==> src/common/p4m_map.svh <==
// register offsets, reset values, field positions and synchroniser reset level for the port 4 block
// assumes inclusion by bare name from the design files
`ifndef P4M_MAP_SVH
`define P4M_MAP_SVH
`define P4M_ADDR_DATA      16'hffd7
`define P4M_ADDR_DIR       16'hffe7
`define P4M_RST_DATA       8'hf8
`define P4M_RST_DIR        8'hf8
`define P4M_FIXED_MASK     8'hf8
`define P4M_RW_MASK        8'h07
`define P4M_DIR_READ       8'hff
`define P4M_BIT_INTERNAL   3
`define P4M_BIT_TXD        2
`define P4M_BIT_RXD        1
`define P4M_BIT_SCK        0
`define P4M_SYNC_RST       1'b1
`endif

==> src/common/p4m_pkg.sv <==
// types for the port 4 block
// assumes no other package
package p4m_pkg;
    // operating mode of the chip as seen by the port
    typedef enum logic [2:0] {
        P4M_ACTIVE    = 3'b000,
        P4M_SUBACTIVE = 3'b001,
        P4M_SLEEP     = 3'b010,
        P4M_SUBSLEEP  = 3'b011,
        P4M_WATCH     = 3'b100,
        P4M_STANDBY   = 3'b101
    } p4m_mode_t;
    // owner of one shared pin
    typedef enum logic [1:0] {
        P4M_OWN_GPIO   = 2'b00,
        P4M_OWN_SER_OUT = 2'b01,
        P4M_OWN_SER_IN = 2'b10
    } p4m_owner_t;
endpackage : p4m_pkg

==> src/rtl/p4m_sync.sv <==
// two-flop synchroniser for one pin level
// assumes d comes from outside the ref_clk domain
`timescale 1ns/100ps
`include "p4m_map.svh"
module p4m_sync (
    // clock and reset
    input  wire logic ref_clk,
    input  wire logic rst,
    // level in and out
    input  wire logic d,
    output logic      q
);
    logic meta_q;
    // first flop feeds only the second
    always_ff @(posedge ref_clk) begin
        if (rst) begin
            meta_q <= `P4M_SYNC_RST;
            q      <= `P4M_SYNC_RST;
        end else begin
            meta_q <= d;
            q      <= meta_q;
        end
    end
endmodule : p4m_sync

==> src/rtl/p4m_pinmux.sv <==
// pin owner selection for the three shared pins
// assumes serial control bits are registers of the same clock
`timescale 1ns/100ps
`include "p4m_map.svh"
module p4m_pinmux
    import p4m_pkg::*;
(
    // serial control bits
    input  wire logic       serial_b_tx_pin_enable,
    input  wire logic       transmit_enable_bit,
    input  wire logic       receive_enable_bit,
    input  wire logic       clock_select_high,
    input  wire logic       clock_select_low,
    input  wire logic       sync_mode_bit,
    // owner per pin
    output p4m_owner_t      owner [3]
);
    // transmit pin, receive pin, clock pin
    always_comb begin
        owner[`P4M_BIT_TXD] = (serial_b_tx_pin_enable && transmit_enable_bit)
                              ? P4M_OWN_SER_OUT : P4M_OWN_GPIO;
        owner[`P4M_BIT_RXD] = receive_enable_bit ? P4M_OWN_SER_IN : P4M_OWN_GPIO;
        if (clock_select_high)
            owner[`P4M_BIT_SCK] = P4M_OWN_SER_IN;
        else if (clock_select_low || sync_mode_bit)
            owner[`P4M_BIT_SCK] = P4M_OWN_SER_OUT;
        else
            owner[`P4M_BIT_SCK] = P4M_OWN_GPIO;
    end
endmodule : p4m_pinmux

==> src/rtl/p4m_port.sv <==
// Function
// the port has three two-way pins and one input-only internal line.
// the internal line comes only from the on-chip decoder interrupt, never from a pin.
// the data register is 8 bits, bits 2..0 writable, bit 3 read-only, 7..4 unused.
// a port read returns the latch for pins whose direction bit is 1.
// a port read returns the live pin for pins whose direction bit is 0.
// reset loads the data register with f8.
// a direction bit of 1 drives the pin, 0 makes it an input.
// direction and data act only while the pin is general purpose, else serial owns it.
// reset loads the direction register with f8, all pins inputs.
// the direction register is write-only and reads as all ones.
// the internal line is a port input when the select bit is 0, interrupt zero when 1. The code reads it at bit 3 for either select value.
// pin 2 is serial transmit only when pin-enable and transmit-enable are both 1.
// pin 1 is serial receive when receive-enable is 1, else general purpose.
// pin 0 is clock in when select-high, clock out when select-low or sync, else gpio.
// internal reads high at reset, pins float at reset and standby, hold in sleeps.
// writes to unused bits and read-only bit 3 are ignored.
//
// port 4 register pair, pin muxing onto the second serial channel, mode pin states
// assumes a single 100 MHz clock, registers reached over a plain strobe port
`timescale 1ns/100ps
`include "p4m_map.svh"
module p4m_port
    import p4m_pkg::*;
(
    // clock and reset
    input  wire logic        ref_clk,
    input  wire logic        rst,
    // register port
    input  wire logic [15:0] reg_addr,
    input  wire logic [7:0]  reg_wdata,
    input  wire logic        reg_wr,
    input  wire logic        reg_rd,
    output logic      [7:0]  reg_rdata,
    // chip mode and control bits from other blocks
    input  wire p4m_mode_t   chip_mode,
    input  wire logic        ext_interrupt_zero_select,
    input  wire logic        serial_b_tx_pin_enable,
    input  wire logic        transmit_enable_bit,
    input  wire logic        receive_enable_bit,
    input  wire logic        clock_select_high,
    input  wire logic        clock_select_low,
    input  wire logic        sync_mode_bit,
    // decoder interrupt line, internal
    input  wire logic        decoder_irq_n,
    // two-way pins
    input  wire logic [2:0]  pin_in,
    output logic      [2:0]  pin_out,
    output logic      [2:0]  pin_oe,
    // serial channel side and interrupt zero line
    input  wire logic        serial_b_transmit_out,
    input  wire logic        serial_b_clock_out,
    output logic             serial_b_receive_in,
    output logic             serial_b_clock_pin,
    output logic             ext_interrupt_zero_select_n
);
    logic [7:0]  data_q;
    logic [7:0]  dir_q;
    logic [2:0]  pin_sync;
    logic        dec_sync;
    logic        port_hit_q;
    logic [7:0]  port_view;
    logic        hold;
    logic        float_all;
    p4m_owner_t  owner [3];

    // pin levels and decoder line enter through synchronisers
    genvar gi;
    generate
        for (gi = 0; gi < 3; gi++) begin : g_sync
            p4m_sync u_sync (
                .ref_clk (ref_clk),
                .rst     (rst),
                .d       (pin_in[gi]),
                .q       (pin_sync[gi])
            );
        end
    endgenerate

    // internal line taken only from the decoder
    p4m_sync u_dec_sync (
        .ref_clk (ref_clk),
        .rst     (rst),
        .d       (decoder_irq_n),
        .q       (dec_sync)
    );

    // owner of each shared pin
    p4m_pinmux u_mux (
        .serial_b_tx_pin_enable (serial_b_tx_pin_enable),
        .transmit_enable_bit    (transmit_enable_bit),
        .receive_enable_bit     (receive_enable_bit),
        .clock_select_high      (clock_select_high),
        .clock_select_low       (clock_select_low),
        .sync_mode_bit          (sync_mode_bit),
        .owner                  (owner)
    );

    // mode decode: hold in sleeps, float in standby
    assign hold      = (chip_mode == P4M_SLEEP) || (chip_mode == P4M_SUBSLEEP)
                    || (chip_mode == P4M_WATCH);
    assign float_all = (chip_mode == P4M_STANDBY);

    // data register, only bits 2..0 take writes
    always_ff @(posedge ref_clk) begin
        if (rst) begin
            data_q <= `P4M_RST_DATA;
        end else if (reg_wr && reg_addr == `P4M_ADDR_DATA) begin
            data_q <= `P4M_FIXED_MASK | (reg_wdata & `P4M_RW_MASK);
        end
    end

    // direction register, write-only
    always_ff @(posedge ref_clk) begin
        if (rst) begin
            dir_q <= `P4M_RST_DIR;
        end else if (reg_wr && reg_addr == `P4M_ADDR_DIR) begin
            dir_q <= `P4M_FIXED_MASK | (reg_wdata & `P4M_RW_MASK);
        end
    end

    // port view: latch for outputs, pin for inputs, bit 3 internal line
    always_comb begin
        port_view = `P4M_FIXED_MASK;
        for (int i = 0; i < 3; i++) begin
            port_view[i] = dir_q[i] ? data_q[i] : pin_sync[i];
        end
        port_view[`P4M_BIT_INTERNAL] = dec_sync;
    end

    // read data one cycle after the strobe; unmapped reads zero
    always_ff @(posedge ref_clk) begin
        if (rst) begin
            reg_rdata <= 8'h00;
        end else if (reg_rd && reg_addr == `P4M_ADDR_DATA) begin
            reg_rdata <= port_view;
        end else if (reg_rd && reg_addr == `P4M_ADDR_DIR) begin
            reg_rdata <= `P4M_DIR_READ;
        end else begin
            reg_rdata <= 8'h00;
        end
    end

    // pin drive per owner, frozen in sleep modes
    always_ff @(posedge ref_clk) begin
        if (rst) begin
            pin_oe  <= 3'h0;
            pin_out <= 3'h0;
        end else if (float_all) begin
            pin_oe  <= 3'h0;
        end else if (!hold) begin
            for (int i = 0; i < 3; i++) begin
                if (owner[i] == P4M_OWN_GPIO) begin
                    pin_oe[i]  <= dir_q[i];
                    pin_out[i] <= data_q[i];
                end else if (owner[i] == P4M_OWN_SER_OUT) begin
                    pin_oe[i]  <= 1'b1;
                    pin_out[i] <= (i == `P4M_BIT_TXD) ? serial_b_transmit_out
                                                      : serial_b_clock_out;
                end else begin
                    pin_oe[i]  <= 1'b0;
                    pin_out[i] <= 1'b0;
                end
            end
        end
    end

    // serial inputs and interrupt line toward other blocks
    always_ff @(posedge ref_clk) begin
        if (rst) begin
            serial_b_receive_in <= 1'b1;
            serial_b_clock_pin  <= 1'b1;
            ext_interrupt_zero_select_n              <= 1'b1;
        end else if (!hold) begin
            serial_b_receive_in <= (owner[`P4M_BIT_RXD] == P4M_OWN_SER_IN)
                                   ? pin_sync[`P4M_BIT_RXD] : 1'b1;
            serial_b_clock_pin  <= (owner[`P4M_BIT_SCK] == P4M_OWN_SER_IN)
                                   ? pin_sync[`P4M_BIT_SCK] : 1'b1;
            ext_interrupt_zero_select_n              <= ext_interrupt_zero_select ? dec_sync : 1'b1;
        end
    end

    // checks
    property p_dir_reads_ones;
        @(posedge ref_clk) disable iff (rst)
        reg_rd && reg_addr == `P4M_ADDR_DIR |=> reg_rdata == 8'hff;
    endproperty
    a_dir_reads_ones: assert property (p_dir_reads_ones) else $error("dir read not ones");

    property p_data_fixed;
        @(posedge ref_clk) disable iff (rst)
        data_q[7:3] == 5'h1f && dir_q[7:3] == 5'h1f;
    endproperty
    a_data_fixed: assert property (p_data_fixed) else $error("fixed bits changed");

    property p_wr_data;
        @(posedge ref_clk) disable iff (rst)
        reg_wr && reg_addr == `P4M_ADDR_DATA |=> data_q[2:0] == $past(reg_wdata[2:0]);
    endproperty
    a_wr_data: assert property (p_wr_data) else $error("data write lost");

    property p_reset_vals;
        @(posedge ref_clk) $past(rst) |-> data_q == 8'hf8 && dir_q == 8'hf8 && pin_oe == 3'h0;
    endproperty
    a_reset_vals: assert property (p_reset_vals) else $error("bad reset values");

    property p_standby_float;
        @(posedge ref_clk) disable iff (rst)
        chip_mode == P4M_STANDBY |=> pin_oe == 3'h0;
    endproperty
    a_standby_float: assert property (p_standby_float) else $error("pins driven in standby");

    property p_gpio_drive;
        @(posedge ref_clk) disable iff (rst)
        chip_mode == P4M_ACTIVE && owner[2] == P4M_OWN_GPIO |=> pin_oe[2] == $past(dir_q[2]);
    endproperty
    a_gpio_drive: assert property (p_gpio_drive) else $error("gpio direction wrong");

    property p_txd_drive;
        @(posedge ref_clk) disable iff (rst)
        chip_mode == P4M_ACTIVE && serial_b_tx_pin_enable && transmit_enable_bit
        |=> pin_oe[2] && pin_out[2] == $past(serial_b_transmit_out);
    endproperty
    a_txd_drive: assert property (p_txd_drive) else $error("transmit not on pin");

    property p_rx_float;
        @(posedge ref_clk) disable iff (rst)
        chip_mode == P4M_ACTIVE && receive_enable_bit |=> !pin_oe[1];
    endproperty
    a_rx_float: assert property (p_rx_float) else $error("receive pin driven");

    property p_out_read;
        @(posedge ref_clk) disable iff (rst)
        reg_rd && reg_addr == `P4M_ADDR_DATA && dir_q[0] |=> reg_rdata[0] == $past(data_q[0]);
    endproperty
    a_out_read: assert property (p_out_read) else $error("latch not read");
endmodule : p4m_port

==> config.mk <==
export PLATFORM = sky130hd
export DESIGN_NAME = p4m_port
export DESIGN_NICKNAME = d
export VERILOG_FILES = /design/src/common/p4m_pkg.sv /design/src/rtl/p4m_sync.sv /design/src/rtl/p4m_pinmux.sv /design/src/rtl/p4m_port.sv
export VERILOG_INCLUDE_DIRS = /design/src /design/src/common
export SDC_FILE = /design/constraint.sdc
export NUM_CORES = 1
export LEC_CHECK = 0
export BUFFER_PORTS_ARGS = -buffer_cell sky130_fd_sc_hd__buf_2
export CORE_ASPECT_RATIO = 1.75
export CORE_MARGIN = 1
export CORE_UTILIZATION = 35
export DETAILED_ROUTE_END_ITERATION = 7
export GPL_ROUTABILITY_DRIVEN = 0
export SETUP_SLACK_MARGIN = 0.3
export SLEW_MARGIN = 20
export SYNTH_ARGS = -nofsm -noshare
export SYNTH_HDL_FRONTEND = slang
export SYNTH_SLANG_ARGS = --single-unit
==> constraint.sdc <==
create_clock -name ref_clk -period 1.46 [get_ports ref_clk]
set_input_delay 0.292 -clock ref_clk [delete_from_list [all_inputs] [get_ports ref_clk]]
set_output_delay 0.292 -clock ref_clk [all_outputs]
set_load 0.01 [all_outputs]
==> impl_summary.log, run 1 <==
[metrics] Max Fclk: 869 MHz
[metrics] mean routed wirelength per cell: 12.0 um
[metrics] full die area: 3600 um2
[metrics] EDFF count, synth: 0
[metrics] sort of element at the start of the critical path: input port
[metrics] Post-Syn Nets: 170
[metrics] sequential element share of the synthesized area: 0.477
[metrics] required arrival time at the worst endpoint: 1.63 ns
[metrics] register-to-register setup slack: 0.41 ns
[metrics] Max-Cap Viols: 0
[metrics] Leak Pwr: 0.706 nW
[metrics] Core Footprint: 3180 um2
[metrics] number of global-route vias before repair: 1052
[metrics] CTS clk-pin slew, worst paths: 0.09 ns
[metrics] Ports: 61
[metrics] kind of end point of the critical path: register
[metrics] Skew-Pair Late Insertion Delay: 0.27 ns
[metrics] final-report setup violation count: 0
[metrics] Clock Sink Count: 28
[metrics] fraction of synthesis flops using an asynchronous set or reset pin: 0
[metrics] setup repair after global routing missed its margin: true
[metrics] register bit count reported by yosys: 28
[metrics] layer carrying the most global-route usage: met2
[metrics] hold endpoint: g_sync[2].u_sync.meta_q
[metrics] Total Routed Length: 2730 um
[metrics] netlist area before placement: 1170 um2
[metrics] area fraction of the dominant cell type after synthesis: 0.477
[metrics] count of cell types in the netlist: 29
[metrics] overall routing resource usage: 0.166
[metrics] cts hold-fix bufs: 0
[metrics] average instance area after synthesis: 9.32 um2
[metrics] number of cells traversed by the worst hold path: 2
[metrics] filler-free cell count of the finished design: 228
[metrics] post-route fraction of the period consumed by the critical path: 0.788
[metrics] buffer type at the clock tree root: sky130_fd_sc_hd__clkbuf_8
[metrics] number of fill cells: 348
[metrics] power density of the placed cells: 963 nW/um2
[metrics] maximum vdd drop: 713 uV
[metrics] global-route track usage on met1: 0.165
[metrics] beginning of the worst hold path: pin_in[2]
[metrics] slew of the pin with the lowest slew margin: 0.483 ns
[metrics] total area of multi-input combinational cells: 611 um2
[metrics] cell taking the most area after synthesis: sky130_fd_sc_hd__dfxtp_1
[metrics] floorplan die height: 78.6 um
[metrics] worst clock skew on the final layout: 0.000759 ns
[metrics] number of hold-slack violations in the final timing report: 0
[metrics] outcome: complete, no violations
[metrics] global-route wire length before repair: 4420 um
[metrics] P&R area growth vs syn: 38.4%
[metrics] fin area: 1630 um2
[metrics] time the final worst path needs with I/O delays and setup: 1.15 ns
[metrics] clock buffer count from CTS: 3
[metrics] worst flop-to-flop path startpoint: dir_q[0]
[metrics] maximum clock path buffer count: 2
[metrics] post-synthesis instance total: 126
[metrics] total via count after detailed routing: 1110
[metrics] TritonCTS clock tree: done
[metrics] most frequently used flop master after synthesis: sky130_fd_sc_hd__dfxtp_1
[metrics] ANT cells: 0
[metrics] number of cells traversed by the worst register-to-register path: 3
[metrics] fraction of met3 tracks used by global routing: 0.0207
[metrics] critical-path maximum fanout: 6
[metrics] antenna violations before repair: 0
[metrics] worst hold path class: in -> reg
[metrics] Remaining DRCs: 0
[metrics] Post-Place Cell Area: 1520 um2
[metrics] data arrival time of the worst path: 1.32 ns
[metrics] Relative slew margins: 0.677
[metrics] grt total ovfl: 0
[metrics] level count of the clock H-tree: 1
[metrics] Synthesis Warnings: 0
[metrics] cell count after placement: 223
[metrics] number of max-slew violations in the final report: 0
[metrics] Port Buf Inserts: 55
[metrics] Initial Util: 0.370
[metrics] Crit Reg-Reg Endpoint: reg_rdata[0]
[metrics] largest net degree at the start of global routing: 22
[metrics] placement row count: 27
[metrics] Routed Antenna Nets: 0
[metrics] sum of negative setup slack: 0 ns
[metrics] pre-CTS worst setup slack: -0.00451 ns
[metrics] storage element area: 561 um2
[metrics] floorplan die width: 45.8 um
[metrics] Pre-Repair DR Iteration Count: 4
[metrics] Nets: 230
[metrics] share of layout cells above drive strength 1: 0.476
[metrics] DP Wirelength: 2210 um
[metrics] routing usage on met2: 0.313
[metrics] setup slack of the critical path after layout: 0.309 ns
[metrics] start-to-end type of the worst setup path: in -> reg
[metrics] most area-consuming cells after synthesis: sky130_fd_sc_hd__dfxtp_1, sky130_fd_sc_hd__a21oi_1, sky130_fd_sc_hd__or2_2
[metrics] vias per std cell: 4.87
[metrics] initial DRC count: 30
==> metrics by stage <==
step	hold WS, ns	power (mW)	utilization
after floorplan	0.389	0.884	-
after global placement	0.391	0.979	0.478
after detailed placement	0.398	0.983	0.478
after CTS	0.190	1.58	0.502
after global routing	0.191	1.63	0.512
final	0.194	1.57	0.512
==> layout by cell type (no fill, tap or decap), drive strengths merged, types with 2 or more instances in the layout <==
| cell | n |
|---|---|
| o21ai | 7 |
| nor2 | 11 |
| clkbuf | 3 |
| nand4 | 8 |
| nand3 | 2 |
| nor3 | 2 |
| mux2 | 3 |
| o21bai | 4 |
| nand3b | 2 |
| dfxtp | 28 |
| nand2 | 9 |
| or3 | 2 |
| buf | 61 |
| nor2b | 2 |
| nand2b | 3 |
| a21oi | 15 |
| nor3b | 4 |
| or2 | 8 |
==> cells by family (layout without fill, tap and decap cells) <==
kind of cell           after synthesis  count (layout)  synth area share
buffers and inverters                7              66            0.0319
AOI/OAI and AO/OA                   28              28             0.133
and+or+nand+nor                     59              59             0.321
DFF                                 28              28             0.477
muxes                                4               4            0.0373
==> state kept, by name, summed over array words and instances (netlist names) <==
name and flops:
reg_rdata 5, data_q 3, dir_q 3, g_sync.u_sync.meta_q 3, g_sync.u_sync.q 3, pin_oe 3, pin_out 3, ext_interrupt_zero_select_n 1
serial_b_clock_pin 1, serial_b_receive_in 1, u_dec_sync.meta_q 1, u_dec_sync.q 1
==> synthesized netlist by cell type, types with 2 or more instances <==
master and count:
sky130_fd_sc_hd__dfxtp_1 28, sky130_fd_sc_hd__nand4_1 6, sky130_fd_sc_hd__or3_1 2, sky130_fd_sc_hd__nor2b_1 2, sky130_fd_sc_hd__buf_4 3, sky130_fd_sc_hd__o21ai_1 7, sky130_fd_sc_hd__mux2_2 3, sky130_fd_sc_hd__nand3_1 2
sky130_fd_sc_hd__nand2b_1 3, sky130_fd_sc_hd__clkbuf_1 3, sky130_fd_sc_hd__nor3b_1 4, sky130_fd_sc_hd__o21bai_1 4, sky130_fd_sc_hd__a21oi_1 15, sky130_fd_sc_hd__nand4_2 2, sky130_fd_sc_hd__nand3b_1 2, sky130_fd_sc_hd__or2_2 8
sky130_fd_sc_hd__nor3_1 2, sky130_fd_sc_hd__nor2_1 11, sky130_fd_sc_hd__nand2_1 9
==> per-layer routing <==
metal,share of wire,vias up,routed length (um)
li1,-,565,-
met1,0.35,499,961
met2,0.57,41,1550
met3,0.058,5,159
met4,0.022,0,59
met5,0,-,0
==> final cells by class <==
type,instances,area share
multi-input cells,91,0.375
clock buffers,3,0.0254
inverters,1,0.00231
well taps,43,0.0331
flip-flops and latches,28,0.345
repair buffers,61,0.201
clock inverters,1,0.0185
==> critical path, cell delays in order <==
cell	delay, ns
sky130_fd_sc_hd__buf_6	0.09
sky130_fd_sc_hd__nand4b_4	0.16
sky130_fd_sc_hd__or4_4	0.55
sky130_fd_sc_hd__o21ai_2	0.17
sky130_fd_sc_hd__a21oi_2	0.07
==> worst max path at each step <==
| stage | startpoint | endpoint | slack [ns] | depth (start not counted) |
|---|---|---|---|---|
| final | reg_addr[3] | data_q[1] | 0.31 | 5 |
| after global placement | reg_addr[3] | dir_q[2] | 0.05 | 5 |
| after detailed placement | reg_addr[3] | reg_rdata[1] | -0.005 | 6 |
| after floorplan | reg_addr[3] | data_q[0] | 0.16 | 4 |
| after CTS | reg_addr[3] | dir_q[2] | 0.31 | 6 |
| after global routing | reg_addr[3] | data_q[1] | 0.26 | 5 |
==> repair_timing <==
action                     4_1_cts  5_1_grt
setup endpoints to repair        2        6
pin swaps                        2        7
setup buffers                    0        1
cloned                           0        0
gates resized for setup          1        6
==> power by group <==
group	switching [mW]	internal (mW)	total, mW
sequential	0.00639	0.781	0.788
clock	0.232	0.367	0.599
combinational	0.0893	0.0892	0.179
(Power assumes the default switching activity.)
==> inputs of run 2 (changes only) <==
--- a/config.mk
+++ b/config.mk
@@ -12,6 +12,7 @@
 export CORE_UTILIZATION = 35
 export DETAILED_ROUTE_END_ITERATION = 7
 export GPL_ROUTABILITY_DRIVEN = 0
+export PLACE_DENSITY = 0.67
 export SETUP_SLACK_MARGIN = 0.3
 export SLEW_MARGIN = 20
 export SYNTH_ARGS = -nofsm -noshare
==> constraint.sdc (replaced) <==
create_clock -name ref_clk -period 0.94 [get_ports ref_clk]
set_input_delay 0.188 -clock ref_clk [delete_from_list [all_inputs] [get_ports ref_clk]]
set_output_delay 0.188 -clock ref_clk [all_outputs]
set_load 0.01 [all_outputs]
==> run 2 against run 1 <==
  * Clock skew increased by 0.00058 ns
  * Sequential power grew 56%
  * Via count increased by 6.3%
  * Count of clock-buffer cells in the layout up 1
  * Routed wire length is 18% higher
  * Clock power rose by 26%
  * Total power increased by 53%
  * Worst setup slack got worse by 0.44 ns
  * Non-clock buffer count rose by 13
  * Critical path depth unchanged
  * The run now ends with negative setup slack left
  * Cell count grew 5.7%
==> impl_summary.log, run 2 (same netlist as run 1, synthesis figures left out) <==
[metrics] Relative slew margins: 0.775
[metrics] sum of negative setup slack: -0.781 ns
[metrics] level count of the clock H-tree: 1
[metrics] Max Fclk: 938 MHz
[metrics] commonest cells after routing, fill and taps aside: sky130_fd_sc_hd__buf_2, sky130_fd_sc_hd__buf_6, sky130_fd_sc_hd__dfxtp_2
[metrics] final-report setup violation count: 13
[metrics] kind of end point of the critical path: register
[metrics] filler-free cell count of the finished design: 241
[metrics] initial DRC count: 15
[metrics] cell internal pwr: 1.81 mW
[metrics] cts hold-fix bufs: 0
[metrics] global-route wire length before repair: 5290 um
[metrics] Max-Cap Viols: 0
[metrics] post-route fraction of the period consumed by the critical path: 1.13
[metrics] share of layout cells above drive strength 1: 0.742
[metrics] required arrival time at the worst endpoint: 1.12 ns
[metrics] Core Footprint: 3180 um2
[metrics] Comb pwr share: 0.169
[metrics] data arrival time of the worst path: 1.24 ns
[metrics] Remaining DRCs: 0
[metrics] Leak Pwr: 0.876 nW
[metrics] switching power summed over all nets: 0.575 mW
[metrics] leading cell type in the layout, fill and taps excluded: sky130_fd_sc_hd__buf_2
[metrics] overall routing resource usage: 0.198
[metrics] time the final worst path needs with I/O delays and setup: 1.07 ns
[metrics] worst clock skew on the final layout: 0.00134 ns
[metrics] Reg with most FFs: reg_rdata
[metrics] ANT cells: 0
[metrics] grt total ovfl: 0
[metrics] number of hold-slack violations in the final timing report: 0
[metrics] Skew-Pair Late Insertion Delay: 0.28 ns
[metrics] TritonCTS clock tree: done
[metrics] buffer type at the clock tree root: sky130_fd_sc_hd__clkbuf_8
[metrics] floorplan die height: 78.6 um
[metrics] placement row count: 27
[metrics] P&R area growth vs syn: 73.6%
[metrics] switching share of power: 0.241
[metrics] Initial Util: 0.370
[metrics] setup repair after global routing missed its margin: true
[metrics] DP Wirelength: 2420 um
[metrics] sort of element at the start of the critical path: input port
[metrics] Clock Sink Count: 28
[metrics] worst hold path class: in -> reg
[metrics] fin area: 2040 um2
[metrics] antenna violations before repair: 0
[metrics] Routed Antenna Nets: 0
[metrics] clock buffer count from CTS: 3
[metrics] power density of the placed cells: 1170 nW/um2
[metrics] mean routed wirelength per cell: 13.4 um
[metrics] Clock power frac: 0.316
[metrics] full die area: 3600 um2
[metrics] cell count after placement: 231
[metrics] vias per std cell: 4.90
[metrics] Ports: 61
[metrics] floorplan die width: 45.8 um
[metrics] Pre-Repair DR Iteration Count: 4
[metrics] number of global-route vias before repair: 1216
[metrics] Nets: 243
[metrics] Reg power frac: 0.515
[metrics] largest net degree at the start of global routing: 16
[metrics] CTS clk-pin slew, worst paths: 0.09 ns
[metrics] number of fill cells: 264
[metrics] critical-path maximum fanout: 6
[metrics] Total Routed Length: 3230 um
[metrics] post-route total power: 2.39 mW
[metrics] maximum vdd drop: 1110 uV
[metrics] setup slack of the critical path after layout: -0.126 ns
[metrics] storage element area: 589 um2
[metrics] max FFs per register: 5
[metrics] Post-Place Cell Area: 1630 um2
[metrics] violated checks: negative setup slack
[metrics] total area of multi-input combinational cells: 777 um2
[metrics] total via count after detailed routing: 1180
[metrics] number of max-slew violations in the final report: 0
[metrics] Port Buf Inserts: 55
[metrics] start-to-end type of the worst setup path: in -> reg
[metrics] maximum clock path buffer count: 2
[metrics] slew of the pin with the lowest slew margin: 0.335 ns
[metrics] outcome: finished, violations left
-- run 2: layer usage --
| layer | up-vias | global-route usage | part of all wire |
|---|---|---|---|
| met4 | 0 | 0.0912 | 0.017 |
| met3 | 5 | 0.0368 | 0.039 |
| li1 | 593 | - | - |
| met2 | 37 | 0.364 | 0.59 |
| met1 | 545 | 0.199 | 0.35 |
| met5 | - | 0 | 0 |
-- run 2: worst max-delay path, stage by stage --
cell and delay (ns):
sky130_fd_sc_hd__buf_6 0.09, sky130_fd_sc_hd__nand4b_4 0.17, sky130_fd_sc_hd__or4_4 0.56, sky130_fd_sc_hd__o21ai_2 0.16, sky130_fd_sc_hd__a21oi_2 0.07
-- run 2: layout make-up --
cell class                 count  area share
timing repair buffer          74       0.275
multi-input combinational     91       0.381
clock buffer                   4      0.0270
tap                           43      0.0264
sequential                    28       0.289
inverter                       1     0.00184
-- run 2: worst paths after layout --
path	startpoint	depth (start not counted)	end	slack, ns
max	reg_addr[3]	5	dir_q[1]	-0.13
min reg2reg	u_dec_sync.meta_q	1	u_dec_sync.q	0.43
min	decoder_irq_n	2	u_dec_sync.meta_q	0.09
max reg2reg	data_q[0]	3	pin_out[0]	-0.02
-- run 2: repair_timing --
item                       4_1_cts  5_1_grt
gates resized for setup         54       26
pin swaps                       17       14
setup endpoints to repair       40       38
gates cloned                     0        0
setup buffers                    3        3
-- run 2: metrics by stage --
stage          worst slack [ns]  hold slack, ns   util
2_1_floorplan            -0.260           0.302      -
3_5_place_dp             -0.426           0.389  0.514
4_1_cts                  -0.122           0.102  0.603
6_report                 -0.126          0.0946  0.642
5_1_grt                  -0.196          0.0903  0.642
3_3_place_gp             -0.359           0.385  0.514
-- run 2: power groups by stage --
stage | combinational [mW] | sequential (mW) | clock (mW)
after global placement | 0.307 | 1.25 | 0
after floorplan | 0.150 | 1.25 | 0
final | 0.403 | 1.23 | 0.755
after global routing | 0.437 | 1.23 | 0.800
after detailed placement | 0.315 | 1.25 | 0
after CTS | 0.375 | 1.23 | 0.744
